[config.mk]
export PLATFORM = sky130hd
export DESIGN_NAME = pfm_pin_mux
export DESIGN_NICKNAME = d
export VERILOG_FILES = /design/src/pfm_pkg.sv /design/src/pfm_pin_mux.sv /design/src/pfm_clk_div.sv
export VERILOG_INCLUDE_DIRS = /design/src
export SDC_FILE = /design/constraint.sdc
export NUM_CORES = 1
export LEC_CHECK = 0
export BUFFER_PORTS_ARGS = -buffer_cell sky130_fd_sc_hd__buf_4
export CAP_MARGIN = 20
export CORE_AREA = 4 4 179 181
export CTS_CLUSTER_SIZE = 24
export DETAILED_ROUTE_END_ITERATION = 10
export DIE_AREA = 0 0 183 185
export GPL_ROUTABILITY_DRIVEN = 1
export PLACE_DENSITY_LB_ADDON = 0.08
export SLEW_MARGIN = 20
export SYNTH_ARGS = -nofsm -noshare
export SYNTH_HDL_FRONTEND = slang
export SYNTH_SLANG_ARGS = --single-unit
[constraint.sdc]
create_clock -name clk_sys -period 2 [get_ports clk_sys]
set_clock_uncertainty 0.15 [all_clocks]
set_input_delay 0.1 -clock clk_sys [delete_from_list [all_inputs] [get_ports clk_sys]]
set_output_delay 0.1 -clock clk_sys [all_outputs]
set_load 0.03 [all_outputs]
[src/pfm_map.svh]
// Pin-function mux constants: pin positions, divider ratios, defaults
// Contract
// - Clock pins default to clock outputs after reset
// - GPIO role needs enable bit; direction bit drives
// - Quarter clock pin toggles at core/4
// - Sixth clock pin toggles at core/6
// - Interrupt-capable pins do not drive after reset; they drive only with GPIO enable and direction set
// - PCI-shared bank-zero pins idle after reset
// - Host/PCI shared pins default to host port
// - PCI-shared pins: GPIO role or no function while PCI is off
// - Upper data pins default to host port
// - Management pins default to PCI role
// - Serial port pins default to video ports
// - One timestamp clock feeds all video ports
`ifndef PFM_MAP_SVH
`define PFM_MAP_SVH

// ----------------------------------------------------------------
// Bank-zero pin positions
// ----------------------------------------------------------------
`define PFM_GP_W        8
`define PFM_GP_PCI_A    0
`define PFM_GP_CLKQ     1
`define PFM_GP_CLKS     2
`define PFM_GP_PCI_B    3
`define PFM_GP_INT_LO   4
`define PFM_GP_INT_HI   7
`define PFM_INT_W       4

// ----------------------------------------------------------------
// Host/PCI data bus and shared upper half
// ----------------------------------------------------------------
`define PFM_HD_W        32
`define PFM_HD_UP_LO    16
`define PFM_HD_UP_W     16
`define PFM_MD_W        2
`define PFM_VP_N        3

// ----------------------------------------------------------------
// Divider ratios and multiplier codes
// ----------------------------------------------------------------
`define PFM_DIV_QUARTER 4
`define PFM_DIV_SIXTH   6
`define PFM_CM_X1       2'h0
`define PFM_CM_X6       2'h1
`define PFM_CM_X12      2'h2
`define PFM_MULT_X1     4'h1
`define PFM_MULT_X6     4'h6
`define PFM_MULT_X12    4'hC

// ----------------------------------------------------------------
// Reset defaults of the selection state
// ----------------------------------------------------------------
`define PFM_RST_GP_EN   8'h00
`define PFM_RST_GP_DIR  8'h00
`define PFM_RST_SP_EN   2'h0

`endif

[src/pfm_pkg.sv]
// Pin-function mux types: selection bundle and data-bus function codes
package pfm_pkg;

    // Selection bits from configuration logic, one bundle
    typedef struct packed {
        logic [7:0] gp_en;    // Per-pin GPIO enable
        logic [7:0] gp_dir;   // Per-pin direction, 1 = drive
        logic       pci_en;   // PCI owns host/PCI pins
        logic       ethernet_mac_block_en;  // MAC owns upper data pins
        logic       mdio_en;  // Management owns its pins
        logic [1:0] sp_en;    // Serial port owns its pins, per port
    } pfm_cfg_t;

    // Owner of a data-bus pin
    typedef enum logic [1:0] {
        PFM_FN_HOST = 2'b00,
        PFM_FN_PCI  = 2'b01,
        PFM_FN_ETHERNET_MAC_BLOCK = 2'b10
    } pfm_fn_t;

endpackage

[src/pfm_pin_mux.sv]
// Shared-pin function mux with reset defaults for bank zero, host, serial
`timescale 1ns/1ns
`include "pfm_map.svh"
module pfm_pin_mux import pfm_pkg::*; #(
    parameter int SP_W = 6
) (
    // Clock and reset
    input  wire logic                      clk_sys,
    input  wire logic                      rstn,
    // Selection bundle
    input  wire pfm_cfg_t                  cfg,
    // Core GPIO and interrupt side
    input  wire logic [`PFM_GP_W-1:0]      gpio_out,
    output logic      [`PFM_GP_W-1:0]      gpio_in_q,
    output logic      [`PFM_INT_W-1:0]     external_interrupt_input_q,
    // PCI signals sharing bank-zero pins
    input  wire logic [1:0]                pci_gp_out,
    input  wire logic [1:0]                pci_gp_oe,
    output logic      [1:0]                pci_gp_in_q,
    // Bank-zero pads
    input  wire logic [`PFM_GP_W-1:0]      pad_gp0_in,
    output logic      [`PFM_GP_W-1:0]      pad_gp0_out_q,
    output logic      [`PFM_GP_W-1:0]      pad_gp0_oe_n_q,
    // Host, PCI and MAC data sides
    input  wire logic [`PFM_HD_W-1:0]      host_out,
    input  wire logic                      host_oe,
    output logic      [`PFM_HD_W-1:0]      host_in_q,
    input  wire logic [`PFM_HD_W-1:0]      pci_out,
    input  wire logic                      pci_oe,
    output logic      [`PFM_HD_W-1:0]      pci_in_q,
    input  wire logic [`PFM_HD_UP_W-1:0]   ethernet_mac_block_out,
    input  wire logic                      ethernet_mac_block_oe,
    output logic      [`PFM_HD_UP_W-1:0]   ethernet_mac_block_in_q,
    // Host/PCI data pads
    input  wire logic [`PFM_HD_W-1:0]      pad_hd_in,
    output logic      [`PFM_HD_W-1:0]      pad_hd_out_q,
    output logic      [`PFM_HD_W-1:0]      pad_hd_oe_n_q,
    // Management pins, PCI and management sides
    input  wire logic [`PFM_MD_W-1:0]      pci_md_out,
    input  wire logic [`PFM_MD_W-1:0]      pci_md_oe,
    output logic      [`PFM_MD_W-1:0]      pci_md_in_q,
    input  wire logic [`PFM_MD_W-1:0]      mgmt_out,
    input  wire logic [`PFM_MD_W-1:0]      mgmt_oe,
    output logic      [`PFM_MD_W-1:0]      mgmt_in_q,
    input  wire logic [`PFM_MD_W-1:0]      pad_md_in,
    output logic      [`PFM_MD_W-1:0]      pad_md_out_q,
    output logic      [`PFM_MD_W-1:0]      pad_md_oe_n_q,
    // Serial port / video port sides, two ports packed
    input  wire logic [2*SP_W-1:0]         sp_out,
    input  wire logic [2*SP_W-1:0]         sp_oe,
    output logic      [2*SP_W-1:0]         sp_in_q,
    input  wire logic [2*SP_W-1:0]         vp_out,
    input  wire logic [2*SP_W-1:0]         vp_oe,
    output logic      [2*SP_W-1:0]         vp_in_q,
    input  wire logic [2*SP_W-1:0]         pad_sp_in,
    output logic      [2*SP_W-1:0]         pad_sp_out_q,
    output logic      [2*SP_W-1:0]         pad_sp_oe_n_q,
    // Timestamp clock
    input  wire logic                      pad_video_timestamp_clock_in,
    output logic      [`PFM_VP_N-1:0]      vp_video_timestamp_clock_q,
    // Clock multiplier straps
    input  wire logic [1:0]                clock_multiplier_select,
    output logic      [3:0]                pll_mult_q,
    output logic                           clock_multiplier_select_bad_q
);
    initial begin
        if (SP_W < 1) begin
            $error("pfm_pin_mux: SP_W must be at least 1");
        end
    end

    // ----------------------------------------------------------------
    // Selection state
    // ----------------------------------------------------------------
    pfm_cfg_t cfg_q;
    logic     clk_quarter_out;
    logic     clk_sixth_out;

    // Defaults hold until configuration logic rewrites them
    always_ff @(posedge clk_sys) begin
        if (!rstn) begin
            cfg_q.gp_en   <= `PFM_RST_GP_EN;
            cfg_q.gp_dir  <= `PFM_RST_GP_DIR;
            cfg_q.pci_en  <= 1'b0;
            cfg_q.ethernet_mac_block_en <= 1'b0;
            cfg_q.mdio_en <= 1'b0;
            cfg_q.sp_en   <= `PFM_RST_SP_EN;
        end else begin
            cfg_q <= cfg;
        end
    end

    // ----------------------------------------------------------------
    // Divided clock outputs
    // ----------------------------------------------------------------
    pfm_clk_div #(.DIV(`PFM_DIV_QUARTER)) u_div_quarter (
        .clk_sys (clk_sys),
        .rstn    (rstn),
        .clk_q   (clk_quarter_out)
    );

    pfm_clk_div #(.DIV(`PFM_DIV_SIXTH)) u_div_sixth (
        .clk_sys (clk_sys),
        .rstn    (rstn),
        .clk_q   (clk_sixth_out)
    );

    // ----------------------------------------------------------------
    // Bank-zero pins
    // ----------------------------------------------------------------
    logic [`PFM_GP_W-1:0] gp_out_d;
    logic [`PFM_GP_W-1:0] gp_oe_n_d;
    logic [`PFM_GP_W-1:0] gp_in_d;
    logic                 pci_pin;
    logic                 gpio_sel;

    // Per-pin owner: clock, PCI, GPIO or nothing
    always_comb begin
        gp_out_d  = '0;
        gp_oe_n_d = '1;
        gp_in_d   = '0;
        pci_pin   = 1'b0;
        gpio_sel  = 1'b0;
        for (int b = 0; b < `PFM_GP_W; b++) begin
            pci_pin  = (b == `PFM_GP_PCI_A) || (b == `PFM_GP_PCI_B);
            gpio_sel = cfg_q.gp_en[b] && !(pci_pin && cfg_q.pci_en);
            if (gpio_sel) begin
                gp_out_d[b]  = gpio_out[b];
                gp_oe_n_d[b] = ~cfg_q.gp_dir[b];
                gp_in_d[b]   = pad_gp0_in[b];
            end else if (b >= `PFM_GP_INT_LO) begin
                gp_in_d[b]   = pad_gp0_in[b];
            end
        end
        // Clock role wins whenever the GPIO enable is clear
        if (!cfg_q.gp_en[`PFM_GP_CLKQ]) begin
            gp_out_d[`PFM_GP_CLKQ]  = clk_quarter_out;
            gp_oe_n_d[`PFM_GP_CLKQ] = 1'b0;
        end
        if (!cfg_q.gp_en[`PFM_GP_CLKS]) begin
            gp_out_d[`PFM_GP_CLKS]  = clk_sixth_out;
            gp_oe_n_d[`PFM_GP_CLKS] = 1'b0;
        end
        // PCI owns its two pins only once enabled; GPIO role or idle otherwise
        if (cfg_q.pci_en) begin
            gp_out_d[`PFM_GP_PCI_A]  = pci_gp_out[0];
            gp_oe_n_d[`PFM_GP_PCI_A] = ~pci_gp_oe[0];
            gp_out_d[`PFM_GP_PCI_B]  = pci_gp_out[1];
            gp_oe_n_d[`PFM_GP_PCI_B] = ~pci_gp_oe[1];
        end
    end

    // Registered pad drive and core-side inputs
    always_ff @(posedge clk_sys) begin
        if (!rstn) begin
            pad_gp0_out_q  <= '0;
            pad_gp0_oe_n_q <= '1;
            gpio_in_q      <= '0;
            external_interrupt_input_q      <= '0;
            pci_gp_in_q    <= '0;
        end else begin
            pad_gp0_out_q  <= gp_out_d;
            pad_gp0_oe_n_q <= gp_oe_n_d;
            gpio_in_q      <= gp_in_d;
            external_interrupt_input_q      <= pad_gp0_in[`PFM_GP_INT_HI:`PFM_GP_INT_LO];
            // Unselected PCI side sees zero
            pci_gp_in_q    <= cfg_q.pci_en ?
                              {pad_gp0_in[`PFM_GP_PCI_B], pad_gp0_in[`PFM_GP_PCI_A]} : 2'h0;
        end
    end

    // ----------------------------------------------------------------
    // Host/PCI/MAC data pins
    // ----------------------------------------------------------------
    pfm_fn_t fn_lo;
    pfm_fn_t fn_up;

    // Host unless PCI is enabled; MAC takes the upper half on request
    always_comb begin
        fn_lo = cfg_q.pci_en ? PFM_FN_PCI : PFM_FN_HOST;
        fn_up = cfg_q.ethernet_mac_block_en ? PFM_FN_ETHERNET_MAC_BLOCK : fn_lo;
    end

    // One owner per half drives and sees the pads
    always_ff @(posedge clk_sys) begin
        if (!rstn) begin
            pad_hd_out_q  <= '0;
            pad_hd_oe_n_q <= '1;
            host_in_q     <= '0;
            pci_in_q      <= '0;
            ethernet_mac_block_in_q     <= '0;
        end else begin
            host_in_q <= '0;
            pci_in_q  <= '0;
            ethernet_mac_block_in_q <= '0;
            unique case (fn_lo)
                PFM_FN_PCI: begin
                    pad_hd_out_q[`PFM_HD_UP_LO-1:0]  <= pci_out[`PFM_HD_UP_LO-1:0];
                    pad_hd_oe_n_q[`PFM_HD_UP_LO-1:0] <= {`PFM_HD_UP_LO{~pci_oe}};
                    pci_in_q[`PFM_HD_UP_LO-1:0]      <= pad_hd_in[`PFM_HD_UP_LO-1:0];
                end
                default: begin
                    pad_hd_out_q[`PFM_HD_UP_LO-1:0]  <= host_out[`PFM_HD_UP_LO-1:0];
                    pad_hd_oe_n_q[`PFM_HD_UP_LO-1:0] <= {`PFM_HD_UP_LO{~host_oe}};
                    host_in_q[`PFM_HD_UP_LO-1:0]     <= pad_hd_in[`PFM_HD_UP_LO-1:0];
                end
            endcase
            unique case (fn_up)
                PFM_FN_ETHERNET_MAC_BLOCK: begin
                    pad_hd_out_q[`PFM_HD_W-1:`PFM_HD_UP_LO]  <= ethernet_mac_block_out;
                    pad_hd_oe_n_q[`PFM_HD_W-1:`PFM_HD_UP_LO] <= {`PFM_HD_UP_W{~ethernet_mac_block_oe}};
                    ethernet_mac_block_in_q <= pad_hd_in[`PFM_HD_W-1:`PFM_HD_UP_LO];
                end
                PFM_FN_PCI: begin
                    pad_hd_out_q[`PFM_HD_W-1:`PFM_HD_UP_LO]  <= pci_out[`PFM_HD_W-1:`PFM_HD_UP_LO];
                    pad_hd_oe_n_q[`PFM_HD_W-1:`PFM_HD_UP_LO] <= {`PFM_HD_UP_W{~pci_oe}};
                    pci_in_q[`PFM_HD_W-1:`PFM_HD_UP_LO] <= pad_hd_in[`PFM_HD_W-1:`PFM_HD_UP_LO];
                end
                default: begin
                    pad_hd_out_q[`PFM_HD_W-1:`PFM_HD_UP_LO] <= host_out[`PFM_HD_W-1:`PFM_HD_UP_LO];
                    pad_hd_oe_n_q[`PFM_HD_W-1:`PFM_HD_UP_LO] <= {`PFM_HD_UP_W{~host_oe}};
                    host_in_q[`PFM_HD_W-1:`PFM_HD_UP_LO] <= pad_hd_in[`PFM_HD_W-1:`PFM_HD_UP_LO];
                end
            endcase
        end
    end

    // ----------------------------------------------------------------
    // Management pins
    // ----------------------------------------------------------------
    // PCI holds these by default but drives only once PCI is enabled
    always_ff @(posedge clk_sys) begin
        if (!rstn) begin
            pad_md_out_q  <= '0;
            pad_md_oe_n_q <= '1;
            pci_md_in_q   <= '0;
            mgmt_in_q     <= '0;
        end else if (cfg_q.mdio_en) begin
            pad_md_out_q  <= mgmt_out;
            pad_md_oe_n_q <= ~mgmt_oe;
            pci_md_in_q   <= '0;
            mgmt_in_q     <= pad_md_in;
        end else begin
            pad_md_out_q  <= pci_md_out;
            pad_md_oe_n_q <= cfg_q.pci_en ? ~pci_md_oe : '1;
            pci_md_in_q   <= cfg_q.pci_en ? pad_md_in : '0;
            mgmt_in_q     <= '0;
        end
    end

    // ----------------------------------------------------------------
    // Serial port / video port pins
    // ----------------------------------------------------------------
    // Each port picks its owner independently
    always_ff @(posedge clk_sys) begin
        if (!rstn) begin
            pad_sp_out_q  <= '0;
            pad_sp_oe_n_q <= '1;
            sp_in_q       <= '0;
            vp_in_q       <= '0;
        end else begin
            for (int p = 0; p < 2; p++) begin
                if (cfg_q.sp_en[p]) begin
                    pad_sp_out_q[p*SP_W +: SP_W]  <= sp_out[p*SP_W +: SP_W];
                    pad_sp_oe_n_q[p*SP_W +: SP_W] <= ~sp_oe[p*SP_W +: SP_W];
                    sp_in_q[p*SP_W +: SP_W]       <= pad_sp_in[p*SP_W +: SP_W];
                    vp_in_q[p*SP_W +: SP_W]       <= '0;
                end else begin
                    pad_sp_out_q[p*SP_W +: SP_W]  <= vp_out[p*SP_W +: SP_W];
                    pad_sp_oe_n_q[p*SP_W +: SP_W] <= ~vp_oe[p*SP_W +: SP_W];
                    vp_in_q[p*SP_W +: SP_W]       <= pad_sp_in[p*SP_W +: SP_W];
                    sp_in_q[p*SP_W +: SP_W]       <= '0;
                end
            end
        end
    end

    // ----------------------------------------------------------------
    // Timestamp clock and multiplier straps
    // ----------------------------------------------------------------
    // A single flop fans out, so the ports can never disagree
    logic video_timestamp_clock_q;
    always_ff @(posedge clk_sys) begin
        if (!rstn) begin
            video_timestamp_clock_q <= 1'b0;
        end else begin
            video_timestamp_clock_q <= pad_video_timestamp_clock_in;
        end
    end
    assign vp_video_timestamp_clock_q = {`PFM_VP_N{video_timestamp_clock_q}};

    // Decode straps; an unlisted code is flagged, board must avoid it
    always_ff @(posedge clk_sys) begin
        if (!rstn) begin
            pll_mult_q    <= `PFM_MULT_X1;
            clock_multiplier_select_bad_q <= 1'b0;
        end else begin
            clock_multiplier_select_bad_q <= 1'b0;
            unique case (clock_multiplier_select)
                `PFM_CM_X1:  pll_mult_q <= `PFM_MULT_X1;
                `PFM_CM_X6:  pll_mult_q <= `PFM_MULT_X6;
                `PFM_CM_X12: pll_mult_q <= `PFM_MULT_X12;
                default: begin
                    pll_mult_q    <= `PFM_MULT_X1;
                    clock_multiplier_select_bad_q <= 1'b1;
                end
            endcase
        end
    end
endmodule

[src/pfm_clk_div.sv]
// Even-ratio clock divider producing a square wave from the core clock
`timescale 1ns/1ns
`include "pfm_map.svh"
module pfm_clk_div import pfm_pkg::*; #(
    parameter int DIV = `PFM_DIV_QUARTER
) (
    // Clock and reset
    input  wire logic clk_sys,
    input  wire logic rstn,
    // Divided output
    output logic      clk_q
);
    localparam int HALF = DIV / 2;
    localparam int CW   = (HALF > 1) ? $clog2(HALF) : 1;
    localparam logic [CW-1:0] LAST = CW'(HALF - 1);

    // Odd ratios cannot give a square wave from one edge
    initial begin
        if (DIV < 2 || (DIV % 2) != 0) begin
            $error("pfm_clk_div: DIV must be even and at least 2");
        end
    end

    logic [CW-1:0] cnt_q;

    // ----------------------------------------------------------------
    // Half-period counter, flips output on wrap
    // ----------------------------------------------------------------
    always_ff @(posedge clk_sys) begin
        if (!rstn) begin
            cnt_q <= '0;
            clk_q <= 1'b0;
        end else if (cnt_q == LAST) begin
            cnt_q <= '0;
            clk_q <= ~clk_q;
        end else begin
            cnt_q <= cnt_q + CW'(1);
        end
    end
endmodule

======== Word level (Yosys, flattened, before mapping) ========
Index checks and enable logic that the tools add are counted.
word-level totals
  output and inout bits ................... 238
  input bits .............................. 231
  flip-flop bits (word level) ............. 258
  logic and storage cells ................. 131
cells by class
  $add $sub $neg .......................... 2
  muxes and demuxes ....................... 27
  reductions and logical operators ........ 27
  equality and inequality tests ........... 6
  bitwise operators ....................... 23
operator list
  cell                 number
  $pmux 16 s2          2
  $mux 16              2
  $reduce_and 2->1     15
  $mux 6               4
  $not 6->6            4
  $not 1->1            17
  $mux 1               14
  $reduce_or 2->1      5
  $reduce_or 3->1      3
  $mux 2               4
  $pmux 4 s2           1
  $eq 2x2->1 const B   3
  $eq 2x1->1 const B   2
  $not 2->2            2
  $add 2x1->2 const B  1
  $logic_and 1x1->1    2
  $logic_not 2->1      1
  $add 1x1->1 const B  1
  $eq 1x1->1 const B   1
  $logic_not 1->1      1

======== Depth between registers and ports, before layout ========
  word-level depth ........................ 4
  mapped depth ............................ 5

======== Cells and area by module ========
A second synthesis with hierarchy kept.
second synthesis, totals
  cells, all modules ...................... 639
  area total of the unflattened synthesis .. 7473.4 um^2
modules (own cells, without submodules)
  module                        area each (um^2)  cells an instance  seq. area each (um^2)  times used
  pfm_pin_mux                   7304.5            624                4464.3                 1
  pfm_clk_div at u_div_sixth    105.1             10                 60.1                   1
  pfm_clk_div at u_div_quarter  63.8              5                  40.0                   1

======== Worst setup path before layout ========
No wires, ideal clock.
  kind .................................... reg-to-reg
  from .................................... register cfg_q[4] in the netlist's numbering
  to ...................................... register pad_hd_out_q[30]
  clock period less this slack ............ 1.359 ns
  required time ........................... 1.734 ns
  path buffers ............................ 2
  arrival time ............................ 1.092 ns
  cell stages (with the launch flop) ...... 5
  slack ................................... 0.641 ns
  path through ............................ dfxtp_1 > buf_6 > buf_6 > mux2_4 > o211a_1
on the way
  longest elaborated chain between the ends .. 4
RTL lines
  what                                      RTL line            source
  from (decl)                               pfm_pin_mux.sv:75   pfm_cfg_t cfg_q;
  from (signal assigned)                    pfm_pin_mux.sv:89   cfg_q <= cfg;
  $mux 1 (*)                                pfm_pin_mux.sv:180  fn_lo = cfg_q.pci_en ? PFM_FN_PCI : PFM_FN_HOST;
  $mux 2 (*)                                pfm_pin_mux.sv:181  fn_up = cfg_q.ethernet_mac_block_en ? PFM_FN_ETHERNET_MAC_BLOCK : fn_lo;
  $eq 2x1->1 or $eq 2x2->1 (tied branches)  pfm_pin_mux.sv:208  unique case (fn_up)
  $pmux 16 s2 (*)                           pfm_pin_mux.sv:208
  to (signal, indexed assignment)           pfm_pin_mux.sv:210  pad_hd_out_q[`PFM_HD_W-1:`PFM_HD_UP_LO] <= ethernet_mac_block_out;
  to (signal, indexed assignment)           pfm_pin_mux.sv:215  pad_hd_out_q[`PFM_HD_W-1:`PFM_HD_UP_LO] <= pci_out[`PFM_HD_W-1:`PFM_HD_UP_LO];
  to (signal, indexed assignment)           pfm_pin_mux.sv:220  pad_hd_out_q[`PFM_HD_W-1:`PFM_HD_UP_LO] <= host_out[`PFM_HD_W-1:`PFM_HD_UP_LO];
  to (decl)                                 pfm_pin_mux.sv:36   output logic [`PFM_HD_W-1:0] pad_hd_out_q,
Every way passes the cells marked *; elsewhere a longest branch is shown, timed or not.
A chain may end at the register's enable or synchronous reset.

======== Worst setup path after layout ========
  from .................................... register cfg_q[4] in the netlist's numbering
  to ...................................... register pad_hd_out_q[21]
Same word-level chain as after synthesis.

==> results.txt <==
The run finished with clean final reports. After routing the design area is 0.0143 mm^2. Setup total negative slack on the finished layout was measured at 0 ps.

The die outline width came out at approximately 180 um. The fmax is roughly 0.54 GHz. The worst setup path is captured at a flop. Clock-pin slew was measured on the worst setup and hold paths at 60 ps. The number of top-level pins came out at around 470. The die is 185 um tall. In this run the critical register-to-register path is captured at pad_hd_out_q[21]. Walking the worst path, the cells encountered are mux2_2, o211a_1, dlygate4sd3_1. The worst hold path passes through 3 cells. The wire-length estimate of the detail-placed layout is 20000 um. The number of antenna violations at the first check in global routing came to 3. At the end of routability-driven placement, the weighted congestion stood at 0.782. The placed cell area is 0.0111 mm^2. The remaining global-route overflow is 0. Counting every net in the synthesized netlist gives 874.

The H-tree depth is 1. The die outline area is 0.0339 mm^2. The number of failing setup endpoints in the final timing report is 0.

VDD sags by at most 564 uV. The number of distinct library cells after synthesis came out at 29. The number of non-filler instances in the completed layout came out at 1718.

In this run the worst path has a maximum fanout of 13. The first global-routing pass estimated ~40000 um of wire. The via total after detailed routing is 6870. The final count of pins violating max slew came out at 0. The worst register-to-register path begins at cfg_q[4]. During synthesis, Yosys emitted a total of 0 warnings. In this design, the stage delay of the slowest critical-path cell is 540 ps. The kind of path behind the tightest hold check is primary input to flop. Setup repair after global routing left no endpoint under its margin. The data required time at the worst endpoint came out at around 2300 ps.

The library cell used most frequently in the layout, excluding fill and tap cells, is sky130_fd_sc_hd__buf_4. The worst hold path terminates at vp_in_q[7]. The cell leakage power is 6.94 nW. The area growth from synthesis to layout is 91.4%.

At the pin with the least slew margin, the transition time is 555 ps. The post-cts sizing count came out at 0. Across all hold checks on the routed design, the worst slack comes to 176 ps.

In the final routed layout, each cell accounts on average for roughly 16 um. Across all setup checks in the final design, the least slack found is 138 ps. The sequential cell area fraction in the yosys report is 61.2%. The multi-input combinational cells in the finished layout cover a total of 0.00241 mm^2. The placement row count came out at 64. TritonCTS built the clock tree. The hold violation count in the final report came out at 0. In this run the most critical hold path is launched from pad_sp_in[7]. The signal arrival time at the worst endpoint is 2110 ps. The remaining number of nets flagged by the antenna check after routing came out at 0.

For this run, design rule violations remaining after detail routing come to 0. The deepest clock path buffer count is 3. The instance count of the mapped netlist is 639. The maximum number of pins on one net before global-route repair is 86. The slowest stage of the critical path is the sky130_fd_sc_hd__dlygate4sd3_1 cell. Counting flops and latches in the post-synthesis netlist gives 228.

The filler cell count is 2839. The power per unit of standard cell area is 826 mW/mm^2. The pre-CTS setup slack came out at approximately 380 ps. Counting the buffers created by CTS gives 27. The max-capacitance violation count is 0.

The effective utilization at floorplan came out at 24.5%. The via count normalized by instance count is roughly 4. The depth of the most critical reg-to-reg path came out at 3.

The sum of routed wire length over all layers came out at 27800 um. The number of violations reported at the end of detailed-routing iteration 0 came out at approximately 120. The CTS sink count came out at 228. In the layout the commonest cells are sky130_fd_sc_hd__buf_4, sky130_fd_sc_hd__dfxtp_1, sky130_fd_sc_hd__dlygate4sd3_1. The via count of the first global-routing pass is a little over 7000. The number of instances in the placed design is 1442.

The final net count is 1537. The critical path is of the flop to flop type. The average size of a mapped cell is 11.7 um^2.

The headroom to the max-slew limit is 62.9%. The count of input and output buffers is 468. CTS placed an instance of sky130_fd_sc_hd__clkbuf_16 at the clock tree root. In this run the register-to-register setup slack is 140 ps. The mapped netlist covers 0.00746 mm^2. The worst setup path is launched from a flop.

The aggregate global-route resource usage came out at 15.3%. The smallest clock period supported by the final layout is computed as 1860 ps. The sequential cell area came out at 0.00457 mm^2. The first-pass detailed-route iteration total came out at 4. The final critical-path share of the clock period came out at 93.1%. Of the cells placed in the final design, the portion with a size suffix greater than 1 is 42.0%.

The insertion delay of the later-clocked pin in the worst-skew pair is around 530 ps. The core outline area is around 0.03 mm^2.
worst max-delay path, delay by kind of cell (launching register included):
family	cells	cell delay, ps
buf+inv	1	540
flops	1	490
mux	1	360
compound gates	1	200
worst max path at each step:
stage / cells after the start / slack [ps] / end / from
2_1_floorplan: 4 / 640 / pad_hd_out_q[30] / cfg_q[4]
3_3_place_gp: 3 / 410 / pad_gp0_oe_n_q[0] / cfg_q[4]
4_1_cts: 3 / 10 / pad_hd_out_q[24] / cfg_q[4]
3_5_place_dp: 3 / 380 / pad_gp0_oe_n_q[0] / cfg_q[4]
5_1_grt: 3 / 70 / pad_hd_out_q[24] / cfg_q[4]
6_report: 3 / 140 / pad_hd_out_q[21] / cfg_q[4]
timing repair:
item | CTS | global route
endpoints found under the hold margin | 217 | 0
setup endpoints to repair | 0 | 8
buffers inserted | 0 | 1
hold buffers | 226 | 0
through the flow:
step	total power, mW	utilization, %
global placement	6.69	36.6
global route	12.3	46.9
floorplan	5.88	-
finish	11.8	46.9
detailed placement	6.69	36.6
CTS	12.0	46.9
cell usage after synthesis:
master | number | area [um^2]
sky130_fd_sc_hd__a21boi_0 | 2 | 15.0
sky130_fd_sc_hd__and2_1 | 95 | 594
sky130_fd_sc_hd__and3_1 | 56 | 350
sky130_fd_sc_hd__and3b_1 | 5 | 43.8
sky130_fd_sc_hd__buf_1 | 2 | 7.51
sky130_fd_sc_hd__buf_2 | 14 | 70.1
sky130_fd_sc_hd__buf_4 | 39 | 293
sky130_fd_sc_hd__buf_6 | 2 | 22.5
sky130_fd_sc_hd__clkbuf_1 | 15 | 56.3
sky130_fd_sc_hd__clkbuf_2 | 3 | 15.0
sky130_fd_sc_hd__dfxtp_1 | 228 | 4560
sky130_fd_sc_hd__ha_1 | 4 | 50.1
sky130_fd_sc_hd__inv_1 | 6 | 22.5
sky130_fd_sc_hd__mux2_2 | 27 | 304
sky130_fd_sc_hd__mux2_4 | 2 | 30.0
sky130_fd_sc_hd__mux2i_1 | 32 | 320
sky130_fd_sc_hd__nand2_1 | 16 | 60.1
sky130_fd_sc_hd__nand2b_1 | 19 | 119
sky130_fd_sc_hd__nand3_1 | 4 | 20.0
sky130_fd_sc_hd__nand3b_1 | 2 | 15.0
sky130_fd_sc_hd__nor2_1 | 2 | 7.51
sky130_fd_sc_hd__nor2b_1 | 35 | 219
sky130_fd_sc_hd__nor2b_2 | 1 | 8.76
sky130_fd_sc_hd__nor3b_1 | 2 | 15.0
sky130_fd_sc_hd__nor3b_4 | 1 | 18.8
sky130_fd_sc_hd__o211a_1 | 16 | 160
sky130_fd_sc_hd__o211ai_2 | 1 | 12.5
sky130_fd_sc_hd__o21ai_0 | 6 | 30.0
sky130_fd_sc_hd__xor2_1 | 2 | 17.5
state kept, by name (all words and copies together) (netlist names), 12 cells and up:
register,flops
cfg_q,21
ethernet_mac_block_in_q,16
host_in_q,32
pad_hd_out_q,32
pad_sp_oe_n_q,12
pad_sp_out_q,12
pci_in_q,32
sp_in_q,12
vp_in_q,12
layer usage:
| metal | vias up | global-route usage, % | part of all wire, % |
|---|---|---|---|
| met5 | - | 0 | 0.094 |
| met4 | 4 | 5.66 | 4.4 |
| met3 | 70 | 5.30 | 9.1 |
| met2 | 320 | 27.2 | 49 |
| met1 | 3095 | 16.8 | 37 |
| li1 | 3381 | - | - |
cell type report:
class,instances,area share [%]
antenna,1,0.0175
multi-input combinational,330,16.9
clock buffer,42,5.55
sequential,228,32.0
timing repair buffer,709,41.3
inverter,6,0.158
clock inverter,6,0.587
tap,396,3.47
kinds of logic (layout without fill, tap and decap cells):
group / Yosys count / count (layout) / share of synthesized area [%]
flops: 228 / 228 / 61.2
xor+xnor: 2 / 2 / 0.235
other cells: 0 / 1 / 0
buf+inv: 81 / 763 / 6.52
simple gates: 238 / 238 / 19.7
mux: 61 / 61 / 8.77
fa+ha+maj: 4 / 4 / 0.671
compound gates: 25 / 25 / 2.92
report_power, final:
group | switching, mW | internal, mW
Combinational | 0.987 | 1.11
Sequential | 0.0946 | 4.78
Clock | 1.86 | 2.96
(Power assumes the default switching activity.)
